**src/core/fww_pkg.sv**
```systemverilog
// Shared constants, types and float helpers for the strobe window width registers
package fww_pkg;

   // ----------------------------------------------------------------
   // Register indices (byte address is four times the index)
   // ----------------------------------------------------------------
   localparam logic [5:0]  IDX_STATUS       = 6'h00;
   localparam logic [5:0]  IDX_ABS_MIN      = 6'h05;
   localparam logic [5:0]  IDX_ABS_MAX      = 6'h09;
   localparam logic [5:0]  IDX_RAW_WIDTH    = 6'h0D;
   localparam logic [5:0]  IDX_RAW_MIN      = 6'h11;
   localparam logic [5:0]  IDX_RAW_MAX      = 6'h15;
   localparam logic [5:0]  IDX_FRAME_PERIOD = 6'h20;
   localparam logic [5:0]  IDX_ROI_HEIGHT   = 6'h21;

   // ----------------------------------------------------------------
   // Status codes and values after reset
   // ----------------------------------------------------------------
   localparam logic [7:0]  STAT_UNAVAIL     = 8'h00;
   localparam logic [7:0]  STAT_OK          = 8'h01;
   localparam logic [7:0]  STAT_RANGE       = 8'h80;
   localparam logic [23:0] RAW_WIDTH_RST    = 24'h000003;
   localparam logic [23:0] FRAME_PERIOD_RST = 24'h000400;
   localparam logic [15:0] ROI_HEIGHT_RST   = 16'h0040;
   localparam logic [23:0] RAW_MIN_VAL      = 24'h000001;
   localparam logic [1:0]  RESP_OKAY        = 2'b00;
   localparam logic [1:0]  RESP_SLVERR      = 2'b10;

   // ----------------------------------------------------------------
   // Timing: quantum per model, in ns and in 50 MHz cycles
   // ----------------------------------------------------------------
   localparam int          CLK_PERIOD_NS    = 20;
   localparam int          QUANT_NS_BASIC   = 4560;
   localparam int          QUANT_NS_MID     = 3455;
   localparam int          QUANT_NS_FAST    = 2764;
   localparam logic [11:0] QUANT_CYC_BASIC  = 12'((QUANT_NS_BASIC + CLK_PERIOD_NS - 1) / CLK_PERIOD_NS);
   localparam logic [11:0] QUANT_CYC_MID    = 12'((QUANT_NS_MID + CLK_PERIOD_NS - 1) / CLK_PERIOD_NS);
   localparam logic [11:0] QUANT_CYC_FAST   = 12'((QUANT_NS_FAST + CLK_PERIOD_NS - 1) / CLK_PERIOD_NS);
   // Quantum in microseconds as single precision
   localparam logic [31:0] QUANT_FP_BASIC   = 32'h4091EB85;
   localparam logic [31:0] QUANT_FP_MID     = 32'h405D1EB8;
   localparam logic [31:0] QUANT_FP_FAST    = 32'h4030E560;

   typedef enum logic [1:0] {
      MODEL_BASIC = 2'b00,
      MODEL_MID   = 2'b01,
      MODEL_FAST  = 2'b10
   } fww_model_e;

   typedef enum logic [1:0] {
      ST_IDLE   = 2'b00,
      ST_ACTIVE = 2'b01
   } fww_state_e;

   typedef struct packed {
      logic [23:0] raw_min;
      logic [23:0] raw_max;
      logic [31:0] abs_min;
      logic [31:0] abs_max;
   } fww_bounds_s;

   // Unsigned 24-bit integer to single precision, exact
   function automatic logic [31:0] fww_int_to_fp(input logic [23:0] v);
      logic [4:0]  p;
      logic [23:0] n;
      p = 5'h00;
      for (int i = 0; i < 24; i++) begin
         if (v[i]) begin
            p = 5'(i);
         end
      end
      n = v << (5'd23 - p);
      fww_int_to_fp = (v == 24'h000000) ? 32'h00000000 : {1'b0, 8'(8'd127 + {3'b000, p}), n[22:0]};
   endfunction : fww_int_to_fp

   // Product of two positive normal floats, truncated
   function automatic logic [31:0] fww_fp_mul(input logic [31:0] a, input logic [31:0] b);
      logic [47:0] prod;
      logic [9:0]  e;
      prod = {1'b1, a[22:0]} * {1'b1, b[22:0]};
      e    = {2'b00, a[30:23]} + {2'b00, b[30:23]} - 10'd127 + {9'h000, prod[47]};
      if (a[30:0] == 31'h0) begin
         fww_fp_mul = 32'h00000000;
      end else if (prod[47]) begin
         fww_fp_mul = {1'b0, e[7:0], prod[46:24]};
      end else begin
         fww_fp_mul = {1'b0, e[7:0], prod[45:23]};
      end
   endfunction : fww_fp_mul

endpackage : fww_pkg

```
**src/core/fww_regs.sv**
```systemverilog
// Strobe window width register bank with AXI4-Lite slave and strobe generator
//
// Behaviour
// - Read-only index 0x05 holds the lowest allowed absolute width as a single precision float, kept current.
// - Read-only index 0x09 holds the highest allowed absolute width as a single precision float, kept current.
// - Software writes an integer multiplier to read/write index 0x0D to set the strobe window width.
// - The strobe window lasts the multiplier times a per-model quantum of 4.56, 3.455 or 2.764 us, each quantum rounded up to whole 50 MHz cycles.
// - The lower multiplier bound is fixed at 1; the upper is recomputed from frame period and readout region height.
// - The multiplier is 24 bits in the low three bytes; the top byte always reads zero.
// - Status at index 0x00 reads 0x00 unavailable, 0x01 available and valid, 0x80 out of range.
`timescale 1ns/10ps
module fww_regs import fww_pkg::*; #(
   parameter fww_model_e  MODEL     = MODEL_BASIC,
   parameter logic [11:0] ROW_TICKS = 12'h001,
   parameter logic        AVAILABLE = 1'b1
) (
   // Clock and reset
   input  wire  logic        aclk,
   input  wire  logic        aresetn,
   // AXI4-Lite write address and data
   input  wire  logic [7:0]  s_axi_awaddr,
   input  wire  logic [2:0]  s_axi_awprot,
   input  wire  logic        s_axi_awvalid,
   output logic              s_axi_awready,
   input  wire  logic [31:0] s_axi_wdata,
   input  wire  logic [3:0]  s_axi_wstrb,
   input  wire  logic        s_axi_wvalid,
   output logic              s_axi_wready,
   // AXI4-Lite write response
   output logic [1:0]        s_axi_bresp,
   output logic              s_axi_bvalid,
   input  wire  logic        s_axi_bready,
   // AXI4-Lite read
   input  wire  logic [7:0]  s_axi_araddr,
   input  wire  logic [2:0]  s_axi_arprot,
   input  wire  logic        s_axi_arvalid,
   output logic              s_axi_arready,
   output logic [31:0]       s_axi_rdata,
   output logic [1:0]        s_axi_rresp,
   output logic              s_axi_rvalid,
   input  wire  logic        s_axi_rready,
   // Strobe
   input  wire  logic        strobe_trigger,
   output logic              strobe_window
);

   // ----------------------------------------------------------------
   // Model selection
   // ----------------------------------------------------------------
   localparam logic [11:0] QUANT_CYC = (MODEL == MODEL_FAST) ? QUANT_CYC_FAST :
                                       (MODEL == MODEL_MID)  ? QUANT_CYC_MID  : QUANT_CYC_BASIC;
   localparam logic [31:0] QUANT_FP  = (MODEL == MODEL_FAST) ? QUANT_FP_FAST :
                                       (MODEL == MODEL_MID)  ? QUANT_FP_MID  : QUANT_FP_BASIC;

   function automatic logic mapped(input logic [5:0] idx);
      mapped = (idx == IDX_STATUS) || (idx == IDX_ABS_MIN) || (idx == IDX_ABS_MAX) ||
               (idx == IDX_RAW_WIDTH) || (idx == IDX_RAW_MIN) || (idx == IDX_RAW_MAX) ||
               (idx == IDX_FRAME_PERIOD) || (idx == IDX_ROI_HEIGHT);
   endfunction : mapped

   function automatic logic [31:0] merge(input logic [31:0] old, input logic [31:0] wd, input logic [3:0] be);
      for (int i = 0; i < 4; i++) begin
         merge[i*8 +: 8] = be[i] ? wd[i*8 +: 8] : old[i*8 +: 8];
      end
   endfunction : merge

   // ----------------------------------------------------------------
   // Settings registers
   // ----------------------------------------------------------------
   logic [23:0] raw_width_q,    raw_width_d;
   logic [23:0] frame_period_q, frame_period_d;
   logic [15:0] roi_height_q,   roi_height_d;
   logic        wr_go;
   logic [5:0]  wr_idx;
   logic [31:0] wr_word;

   // Both channels taken together, only while no response is pending
   assign wr_go         = s_axi_awvalid && s_axi_wvalid && !s_axi_bvalid;
   assign s_axi_awready = wr_go;
   assign s_axi_wready  = wr_go;
   assign wr_idx        = s_axi_awaddr[7:2];

   always_comb begin
      raw_width_d    = raw_width_q;
      frame_period_d = frame_period_q;
      roi_height_d   = roi_height_q;
      wr_word        = 32'h00000000;
      if (wr_go) begin
         case (wr_idx)
            IDX_RAW_WIDTH: begin
               wr_word     = merge({8'h00, raw_width_q}, s_axi_wdata, s_axi_wstrb);
               raw_width_d = wr_word[23:0];
            end
            IDX_FRAME_PERIOD: begin
               wr_word        = merge({8'h00, frame_period_q}, s_axi_wdata, s_axi_wstrb);
               frame_period_d = wr_word[23:0];
            end
            IDX_ROI_HEIGHT: begin
               wr_word      = merge({16'h0000, roi_height_q}, s_axi_wdata, s_axi_wstrb);
               roi_height_d = wr_word[15:0];
            end
            default: begin
               wr_word = 32'h00000000;
            end
         endcase
      end
   end

   always_ff @(posedge aclk) begin
      if (!aresetn) begin
         raw_width_q    <= RAW_WIDTH_RST;
         frame_period_q <= FRAME_PERIOD_RST;
         roi_height_q   <= ROI_HEIGHT_RST;
      end else begin
         raw_width_q    <= raw_width_d;
         frame_period_q <= frame_period_d;
         roi_height_q   <= roi_height_d;
      end
   end

   // ----------------------------------------------------------------
   // Bounds, refreshed one cycle after any setting changes
   // ----------------------------------------------------------------
   fww_bounds_s bnd_q, bnd_d;
   logic [35:0] readout_ticks;
   logic [35:0] spare_ticks;
   logic [7:0]  status;

   always_comb begin
      readout_ticks = 36'(roi_height_q) * 36'(ROW_TICKS);
      spare_ticks   = 36'(frame_period_q) - readout_ticks - 36'd1;
      bnd_d.raw_min = RAW_MIN_VAL;
      // Too little frame time left: range collapses to the minimum
      if (36'(frame_period_q) > readout_ticks + 36'd1 + 36'(RAW_MIN_VAL)) begin
         bnd_d.raw_max = spare_ticks[23:0];
      end else begin
         bnd_d.raw_max = RAW_MIN_VAL;
      end
      bnd_d.abs_min = fww_fp_mul(fww_int_to_fp(bnd_d.raw_min), QUANT_FP);
      bnd_d.abs_max = fww_fp_mul(fww_int_to_fp(bnd_d.raw_max), QUANT_FP);
   end

   always_ff @(posedge aclk) begin
      if (!aresetn) begin
         bnd_q <= '0;
      end else begin
         bnd_q <= bnd_d;
      end
   end

   // Out of range judged against the registered bounds
   always_comb begin
      if (!AVAILABLE) begin
         status = STAT_UNAVAIL;
      end else if ((raw_width_q < bnd_q.raw_min) || (raw_width_q > bnd_q.raw_max)) begin
         status = STAT_RANGE;
      end else begin
         status = STAT_OK;
      end
   end

   // ----------------------------------------------------------------
   // Write response
   // ----------------------------------------------------------------
   logic       bvalid_q, bvalid_d;
   logic [1:0] bresp_q,  bresp_d;

   always_comb begin
      bvalid_d = bvalid_q;
      bresp_d  = bresp_q;
      if (wr_go) begin
         bvalid_d = 1'b1;
         bresp_d  = mapped(wr_idx) ? RESP_OKAY : RESP_SLVERR;
      end else if (bvalid_q && s_axi_bready) begin
         bvalid_d = 1'b0;
      end
   end

   always_ff @(posedge aclk) begin
      if (!aresetn) begin
         bvalid_q <= 1'b0;
         bresp_q  <= RESP_OKAY;
      end else begin
         bvalid_q <= bvalid_d;
         bresp_q  <= bresp_d;
      end
   end

   assign s_axi_bvalid = bvalid_q;
   assign s_axi_bresp  = bresp_q;

   // ----------------------------------------------------------------
   // Read channel
   // ----------------------------------------------------------------
   logic        rvalid_q, rvalid_d;
   logic [1:0]  rresp_q,  rresp_d;
   logic [31:0] rdata_q,  rdata_d;
   logic        rd_go;
   logic [31:0] rd_word;

   assign rd_go         = s_axi_arvalid && !rvalid_q;
   assign s_axi_arready = !rvalid_q;

   always_comb begin
      case (s_axi_araddr[7:2])
         IDX_STATUS:       rd_word = {24'h000000, status};
         IDX_ABS_MIN:      rd_word = bnd_q.abs_min;
         IDX_ABS_MAX:      rd_word = bnd_q.abs_max;
         IDX_RAW_WIDTH:    rd_word = {8'h00, raw_width_q};
         IDX_RAW_MIN:      rd_word = {8'h00, bnd_q.raw_min};
         IDX_RAW_MAX:      rd_word = {8'h00, bnd_q.raw_max};
         IDX_FRAME_PERIOD: rd_word = {8'h00, frame_period_q};
         IDX_ROI_HEIGHT:   rd_word = {16'h0000, roi_height_q};
         default:          rd_word = 32'h00000000;
      endcase
      rvalid_d = rvalid_q;
      rresp_d  = rresp_q;
      rdata_d  = rdata_q;
      if (rd_go) begin
         rvalid_d = 1'b1;
         rdata_d  = rd_word;
         rresp_d  = mapped(s_axi_araddr[7:2]) ? RESP_OKAY : RESP_SLVERR;
      end else if (rvalid_q && s_axi_rready) begin
         rvalid_d = 1'b0;
      end
   end

   always_ff @(posedge aclk) begin
      if (!aresetn) begin
         rvalid_q <= 1'b0;
         rresp_q  <= RESP_OKAY;
         rdata_q  <= 32'h00000000;
      end else begin
         rvalid_q <= rvalid_d;
         rresp_q  <= rresp_d;
         rdata_q  <= rdata_d;
      end
   end

   assign s_axi_rvalid = rvalid_q;
   assign s_axi_rresp  = rresp_q;
   assign s_axi_rdata  = rdata_q;

   // ----------------------------------------------------------------
   // Strobe window generator
   // ----------------------------------------------------------------
   // Multiplier is latched at the trigger so a write mid-window cannot stretch it
   fww_state_e  state_q, state_d;
   logic [11:0] tick_q,  tick_d;
   logic [23:0] left_q,  left_d;
   logic        win_q,   win_d;

   always_comb begin
      state_d = state_q;
      tick_d  = tick_q;
      left_d  = left_q;
      win_d   = win_q;
      case (state_q)
         ST_IDLE: begin
            if (strobe_trigger && (raw_width_q != 24'h000000)) begin
               state_d = ST_ACTIVE;
               tick_d  = QUANT_CYC - 12'd1;
               left_d  = raw_width_q;
               win_d   = 1'b1;
            end
         end
         ST_ACTIVE: begin
            if (tick_q != 12'h000) begin
               tick_d = tick_q - 12'd1;
            end else if (left_q == 24'h000001) begin
               state_d = ST_IDLE;
               win_d   = 1'b0;
            end else begin
               tick_d = QUANT_CYC - 12'd1;
               left_d = left_q - 24'd1;
            end
         end
         default: begin
            state_d = ST_IDLE;
            win_d   = 1'b0;
         end
      endcase
   end

   always_ff @(posedge aclk) begin
      if (!aresetn) begin
         state_q <= ST_IDLE;
         tick_q  <= 12'h000;
         left_q  <= 24'h000000;
         win_q   <= 1'b0;
      end else begin
         state_q <= state_d;
         tick_q  <= tick_d;
         left_q  <= left_d;
         win_q   <= win_d;
      end
   end

   assign strobe_window = win_q;

endmodule : fww_regs

```
**config.mk**
```make
export PLATFORM = sky130hd
export DESIGN_NAME = fww_regs
export DESIGN_NICKNAME = d
export VERILOG_FILES = /design/src/core/fww_pkg.sv /design/src/core/fww_regs.sv
export SDC_FILE = /design/constraint.sdc
export NUM_CORES = 1
export LEC_CHECK = 0
export BUFFER_PORTS_ARGS = -buffer_cell sky130_fd_sc_hd__buf_2
export CORE_MARGIN = 3
export CORE_UTILIZATION = 40
export DETAILED_ROUTE_END_ITERATION = 12
export PLACE_DENSITY = 0.64
export SYNTH_ARGS = -nofsm -noshare
export SYNTH_HDL_FRONTEND = slang
export SYNTH_SLANG_ARGS = --single-unit
```
**constraint.sdc**
```tcl
create_clock -name aclk -period 16.95 [get_ports aclk]
set_input_delay 2.5425 -clock aclk [delete_from_list [all_inputs] [get_ports aclk]]
set_output_delay 2.5425 -clock aclk [all_outputs]
set_load 0.1 [all_outputs]
```
== Yosys cells after proc, flatten, opt, wreduce, memory -nomap -nowiden ==
Cells that the tools add are included.

* Bits in registers: 252
* Input port bits: 66
* Output and inout bits: 42
* Logic and storage cells: 156

* $add $sub $neg: 11
* Multiply operators: 1
* Magnitude comparators: 3
* Equal/unequal tests: 21
* Shifts and indexed selects: 1
* Multiplexer cells: 52
* Bitwise logic cells: 1
* Reductions and logical operators: 45

{| class="wikitable"
|+ Operators by type and width
! cell !! number
|-
| $pmux W32 S8 || 1
|-
| $mux W5 || 22
|-
| $mux W24 || 4
|-
| $mux W89 || 1
|-
| $mux W31 || 2
|-
| $mul A24 B24 Y48 const B || 1
|-
| $pmux W24 S2 || 1
|-
| $mux W12 || 3
|-
| $logic_not A31 Y1 || 1
|-
| $reduce_and A3 Y1 || 10
|-
| $eq A24 B1 Y1 const B || 1
|-
| $eq A6 B4 Y1 const B || 4
|-
| $eq A6 B5 Y1 const B || 4
|-
| $eq A6 B6 Y1 const B || 4
|-
| $gt A24 B18 Y1 || 1
|-
| $gt A24 B24 Y1 || 1
|-
| $logic_not A24 Y1 || 1
|-
| $lt A24 B24 Y1 || 1
|-
| $pmux W12 S2 || 1
|-
| $reduce_bool A24 Y1 || 1
|-
| $shl A24 B5 Y23 || 1
|-
| $sub A24 B1 Y24 const B || 1
|-
| $sub A24 B16 Y24 || 1
|-
| $sub A24 B2 Y24 const B || 1
|-
| other kinds (28) || 66
|}

== Depth between registers and ports, before layout ==
* Depth in word-level cells: 35
* Depth in mapped cells: 56

== Worst setup path before layout ==
Ideal clock, no wire load.

* Path type: flip-flop to flip-flop
* Start point: reg roi_height_q[1]
* End point: reg bnd_q[27] (netlist name)
* Library setup time: 0.117 ns
* Arrival: 12.249 ns
* Data required time: 16.833 ns
* Path slack: 4.584 ns
* Cell stages (with the launch flop): 51
* Path through: dfxtp_1 -> ha_1 -> nand3_1 -> nor3_1 -> nand3_1 -> nor3_1 -> xnor2_1 -> ha_1 -> and3_1 -> a221oi_1 -> o22ai_1 -> a211oi_2 -> or2_1 -> buf_2 -> a21oi_1 -> nor4b_2 -> nand3b_1 -> ha_1 -> (+15 left out) -> ha_1 -> a2111oi_0 -> o21ai_0 -> a221oi_1 -> o21ai_1 -> a41o_1 -> a31oi_1 -> o211ai_1 -> a31oi_1 -> xnor2_1 -> clkbuf_1 -> inv_2 -> ha_1 -> inv_1 -> ha_1 -> nor3_1 -> xor2_1 -> nor2_1

* Longest elaborated chain between the ends: 32
* Elaborated cells on any way between the ends: 40
* Those cells by class: add/sub (9); mul (1); order compare (1); shift (1); mux (25); reduce/logical (3)

{| class="wikitable"
|+ RTL lines
! what !! line !! text
|-
| from (decl) || fww_regs.sv:72 || <nowiki>logic [15:0] roi_height_q, roi_height_d;</nowiki>
|-
| from (signal assigned) || fww_regs.sv:117 || <nowiki>roi_height_q <= roi_height_d;</nowiki>
|-
| $add A16 B1 Y17 || fww_regs.sv:134 || <nowiki>if (36'(frame_period_q) > readout_ticks + 36'd1 + 36'(RAW_MIN_VAL)) begin</nowiki>
|-
| $add A17 B1 Y18 || fww_regs.sv:134 ||
|-
| $gt A24 B18 Y1 || fww_regs.sv:134 ||
|-
| $mux W24 (*) || fww_regs.sv:134 ||
|-
| $mux W1 || fww_pkg.sv:68 || <nowiki>if (v[i]) begin</nowiki>
|-
| $mux W5 (22 in series) || fww_pkg.sv:68 ||
|-
| $sub A5 B5 Y5 / $add A7 B5 Y8 (equally long branches) || fww_pkg.sv:72, fww_pkg.sv:73 ||
|-
| $shl A24 B5 Y23 / $mux W31 (equally long branches) || fww_pkg.sv:72, fww_pkg.sv:73 ||
|-
| $mux W31 (*) || fww_pkg.sv:73 || <nowiki>fww_int_to_fp = (v == 24'h000000) ? 32'h00000000 : {1'b0, 8'(8'd127 + {3'b000, p}), n[22:0]};</nowiki>
|-
| $mul A24 B24 Y48 (tied with other cells) || fww_pkg.sv:80 || <nowiki>prod = {1'b1, a[22:0]} * {1'b1, b[22:0]};</nowiki>
|-
| $add A8 B1 Y8 / $reduce_or A2 Y1 (equally long branches) || -- ||
|-
| to (signal assigned) || fww_regs.sv:147 || <nowiki>bnd_q <= bnd_d;</nowiki>
|-
| to (decl) || fww_regs.sv:124 || <nowiki>fww_bounds_s bnd_q, bnd_d;</nowiki>
|}

Mark *: on every way between the ends. The rest lies on a longest branch, timed or not.
A chain may end at the register's enable or synchronous reset.

== Worst setup path in the final report ==
* Start point: reg roi_height_q[1]
* End point: reg bnd_q[4] (netlist name)

* Longest elaborated chain between the ends: 32
* Elaborated cells on any way between the ends: 38
* Those cells by class: add/sub (6); mul (1); order compare (1); shift (1); mux (26); reduce/logical (3)

{| class="wikitable"
|+ RTL lines
! what !! line !! text
|-
| $add A16 B1 Y17 || fww_regs.sv:134 ||
|-
| $add A17 B1 Y18 || fww_regs.sv:134 ||
|-
| $gt A24 B18 Y1 || fww_regs.sv:134 ||
|-
| $mux W24 (*) || fww_regs.sv:134 ||
|-
| $mux W1 || fww_pkg.sv:68 ||
|-
| $mux W5 (22 in series) || fww_pkg.sv:68 ||
|-
| $sub A5 B5 Y5 || fww_pkg.sv:72 || <nowiki>n = v << (5'd23 - p);</nowiki>
|-
| $shl A24 B5 Y23 || fww_pkg.sv:72 ||
|-
| $mux W31 (*) || fww_pkg.sv:73 ||
|-
| $mul A24 B24 Y48 / $logic_not A31 Y1 (equally long branches) || fww_pkg.sv:80, fww_pkg.sv:82 ||
|-
| $mux W23 / $reduce_or A2 Y1 (equally long branches) || -- ||
|}

Marked as above.

==> impl_metrics.env <==
export IMPL_cap_viol_max_count=0
export IMPL_skew_ns=0.00952
export IMPL_die_w_um=241
export IMPL_start_util=0.407
export IMPL_drc=0
export IMPL_cts_sinks=192
export IMPL_grt_pass1_vias=18012
export IMPL_synth_area_um2=22100
export IMPL_drv_slew=0
export IMPL_yosysSeqAreaShare=0.174
export IMPL_avgViaCountPerCell=5.54
export IMPL_fin_crit_ns=15.32
export IMPL_ant_nets=0
export IMPL_top_layer_used="met4"
export IMPL_synth_compound_area_frac=0.146
export IMPL_status="finished, final reports clean"
export IMPL_drt_met1_wl_um=28100
export IMPL_cts_root_buf="clkbuf_16"
export IMPL_cp_required_ns=17.31
export IMPL_cts_tree="yes"
export IMPL_io_buffer_count=85
export IMPL_clockBufferDepth=2
export IMPL_drt_wl_total_um=64200
export IMPL_hold_path_class="reg2reg"
export IMPL_ys_warn_count=0
export IMPL_timing_critical_path_buf_inv=7
export IMPL_fin_crit_sh=0.904
export IMPL_synth_cell_types=98
export IMPL_worst_pin_slew_ns=1.08
export IMPL_slew_headroom=0.281
export IMPL_area_delta_synth_final_pct=7.60
export IMPL_synthMuxAreaShare=0.0585
export IMPL_synth_ff_type="dfxtp_1"
export IMPL_synth_top_family_by_area="adder cells"
export IMPL_cts_hold_buf=0
export IMPL_synth_edf_count=0
export IMPL_max_stage_delay_ns=0.80
export IMPL_critPathKind="reg2reg"
export IMPL_cts_buffers=17
export IMPL_wire_per_inst_um=19.4
export IMPL_fillers=5383
export IMPL_start_kind="register"
export IMPL_cp_end_kind="register"
export IMPL_synthAdderAreaFrac=0.358
export IMPL_synth_async_reset_ratio=0
export IMPL_met3_length_um=3080
export IMPL_avgSynthCellArea_um2=8.58
export IMPL_cts_setup_buffers=0
export IMPL_grt_pass1_wl_um=101000
export IMPL_ios=108
export IMPL_crit_slowest_cell="a21oi_1"
export IMPL_die_area_um2=58000
export IMPL_clk_pin_slew_ns=0.08
export IMPL_final_layout_size_suffix_gt1_frac=0.0743
export IMPL_hold_viol=0
export IMPL_hpwl_um=53000
export IMPL_antenna_found_initial=1
export IMPL_dr_total_vias=18331
export IMPL_critPathArrivalTime_ns=15.67
export IMPL_synth_seq_cells=192
export IMPL_coreArea_um2=54200
export IMPL_syn_instance_count=2571
export IMPL_clk_insertion_delay_late_ns=0.47
export IMPL_grtUsageTotal=0.221
export IMPL_overflow=0
export IMPL_firstDrtPassIters=7
export IMPL_fmax_mhz=65.3
export IMPL_wl_met2_um=30700
export IMPL_grt_start_max_net_pins=94
export IMPL_synthSimpleGateAreaFrac=0.147
export IMPL_antenna_diode_count=0
export IMPL_cts_resized=0
export IMPL_die_h_um=241
export IMPL_drtIter0Drc=1253
export IMPL_finalSetupTns_ns=0
export IMPL_htreeDepth=4
export IMPL_setup_viol_count_final=0
export IMPL_fp_row_count=85
export IMPL_place_gp_congestion=0.922
export IMPL_path_max_fanout=37
export IMPL_synth_xor_area_frac=0.0277
export IMPL_rsz0062_at_grt="no"
export IMPL_path_delay_family="compound AO/OA/AOI/OAI gates"
export IMPL_final_nets=3179
-- worst min-delay path, stage by stage (launching register included) --
cell and delay (ns):
dfxtp_1 0.32, nand2_1 0.05, a21oi_1 0.05
-- flip-flops by register name, indices dropped and copies added (netlist names), 12 cells and up --
signal,count
tick_q,12
s_axi_rdata,31
left_q,24
frame_period_q,24
raw_width_q,24
bnd_q,56
roi_height_q,16
-- cell usage after synthesis, drive strengths merged (5+ instances only) --
cell	instances	area, um^2
nor2	257	967
nand2	137	529
buf	28	161
a22oi	25	188
nand3	58	295
a21o	28	210
and2	18	113
a2111oi	9	97.6
a211oi	21	168
or2	8	50.1
o21ai	79	410
nor2b	18	113
inv	404	1520
nor3b	5	37.5
mux2i	121	1220
ha	320	4000
o21a	17	128
o31ai	10	75.1
nand2b	19	121
o22ai	15	93.8
mux2	6	67.6
nor4	21	138
a31oi	14	87.6
o221a	5	56.3
fa	194	3880
nand3b	5	37.5
and3	15	93.8
or4	5	37.5
a221oi	18	158
a31o	5	43.8
dfxtp	192	3840
a221o	7	70.1
a211o	6	52.6
a21oi	171	882
clkbuf	70	263
xnor2	50	445
xor2	19	166
nor3	67	357
nand4	22	138
o211ai	16	130
or3	12	80.1
-- final timing paths --
check        slack, ns  cells past startpoint                    startpoint                            to
max               1.63                     46  roi_height_q[1]$_SDFFE_PN0P_           bnd_q[4]$_SDFF_PP0_
min reg2reg       0.47                      2  s_axi_rdata[28]$_SDFFE_PN0P_  s_axi_rdata[28]$_SDFFE_PN0P_
min               0.47                      2  s_axi_rdata[28]$_SDFFE_PN0P_  s_axi_rdata[28]$_SDFFE_PN0P_
max reg2reg       1.63                     46  roi_height_q[1]$_SDFFE_PN0P_           bnd_q[4]$_SDFF_PP0_
-- through the flow --
stage | setup WS [ns] | cells | hold WS (ns) | cell area [um^2] | util
floorplan | 4.58 | 2573 | 0.433 | 22100 | -
global placement | 2.09 | 3276 | 0.444 | 23100 | 0.426
detailed placement | 1.80 | 3276 | 0.449 | 23100 | 0.426
CTS | 1.71 | 3308 | 0.464 | 23700 | 0.438
global route | 0.636 | 3308 | 0.485 | 23700 | 0.438
finish | 1.63 | 3308 | 0.466 | 23700 | 0.438
-- cell families after synthesis --
kind of cell,after synthesis
fa+ha+maj,514
flops,192
compound gates,484
other cells,1
xor+xnor,69
buf+inv,503
mux,127
simple gates,681
-- layout make-up --
class                   count  area [um^2]  area share
multi-input cells        1878        16300       0.687
repair buffers            105          576      0.0242
flip-flops and latches    192         3840       0.162
clock buffers              17          425      0.0179
well taps                 696          871      0.0367
inverters                 405         1520      0.0642
clock inverters            15          188     0.00791
-- layout by cell type (no fill, tap or decap), drive strengths merged, types with 10 or more instances in the layout --
| cell | n |
|---|---|
| inv | 410 |
| ha | 320 |
| nor2 | 257 |
| fa | 194 |
| dfxtp | 192 |
| a21oi | 171 |
| nand2 | 137 |
| mux2i | 121 |
| buf | 105 |
| o21ai | 79 |
| nor3 | 67 |
| nand3 | 58 |
| xnor2 | 50 |
| a21o | 28 |
| a22oi | 25 |
| nand4 | 22 |
| nor4 | 21 |
| a211oi | 21 |
| xor2 | 19 |
| nand2b | 19 |
| and2 | 18 |
| a221oi | 18 |
| nor2b | 18 |
| o21a | 17 |
| clkbuf | 17 |
| o211ai | 16 |
| and3 | 15 |
| o22ai | 15 |
| a31oi | 14 |
| or3 | 12 |
| o31ai | 10 |
-- layer usage --
metal  up-vias  global-route usage
li1       8815                   -
met5         -                   0
met2       546               0.381
met1      8863               0.287
met3       107              0.0237
met4         0              0.0820
Power is not shown: default switching activity piles up to over one toggle a cycle in this logic, so the estimate is an artifact.
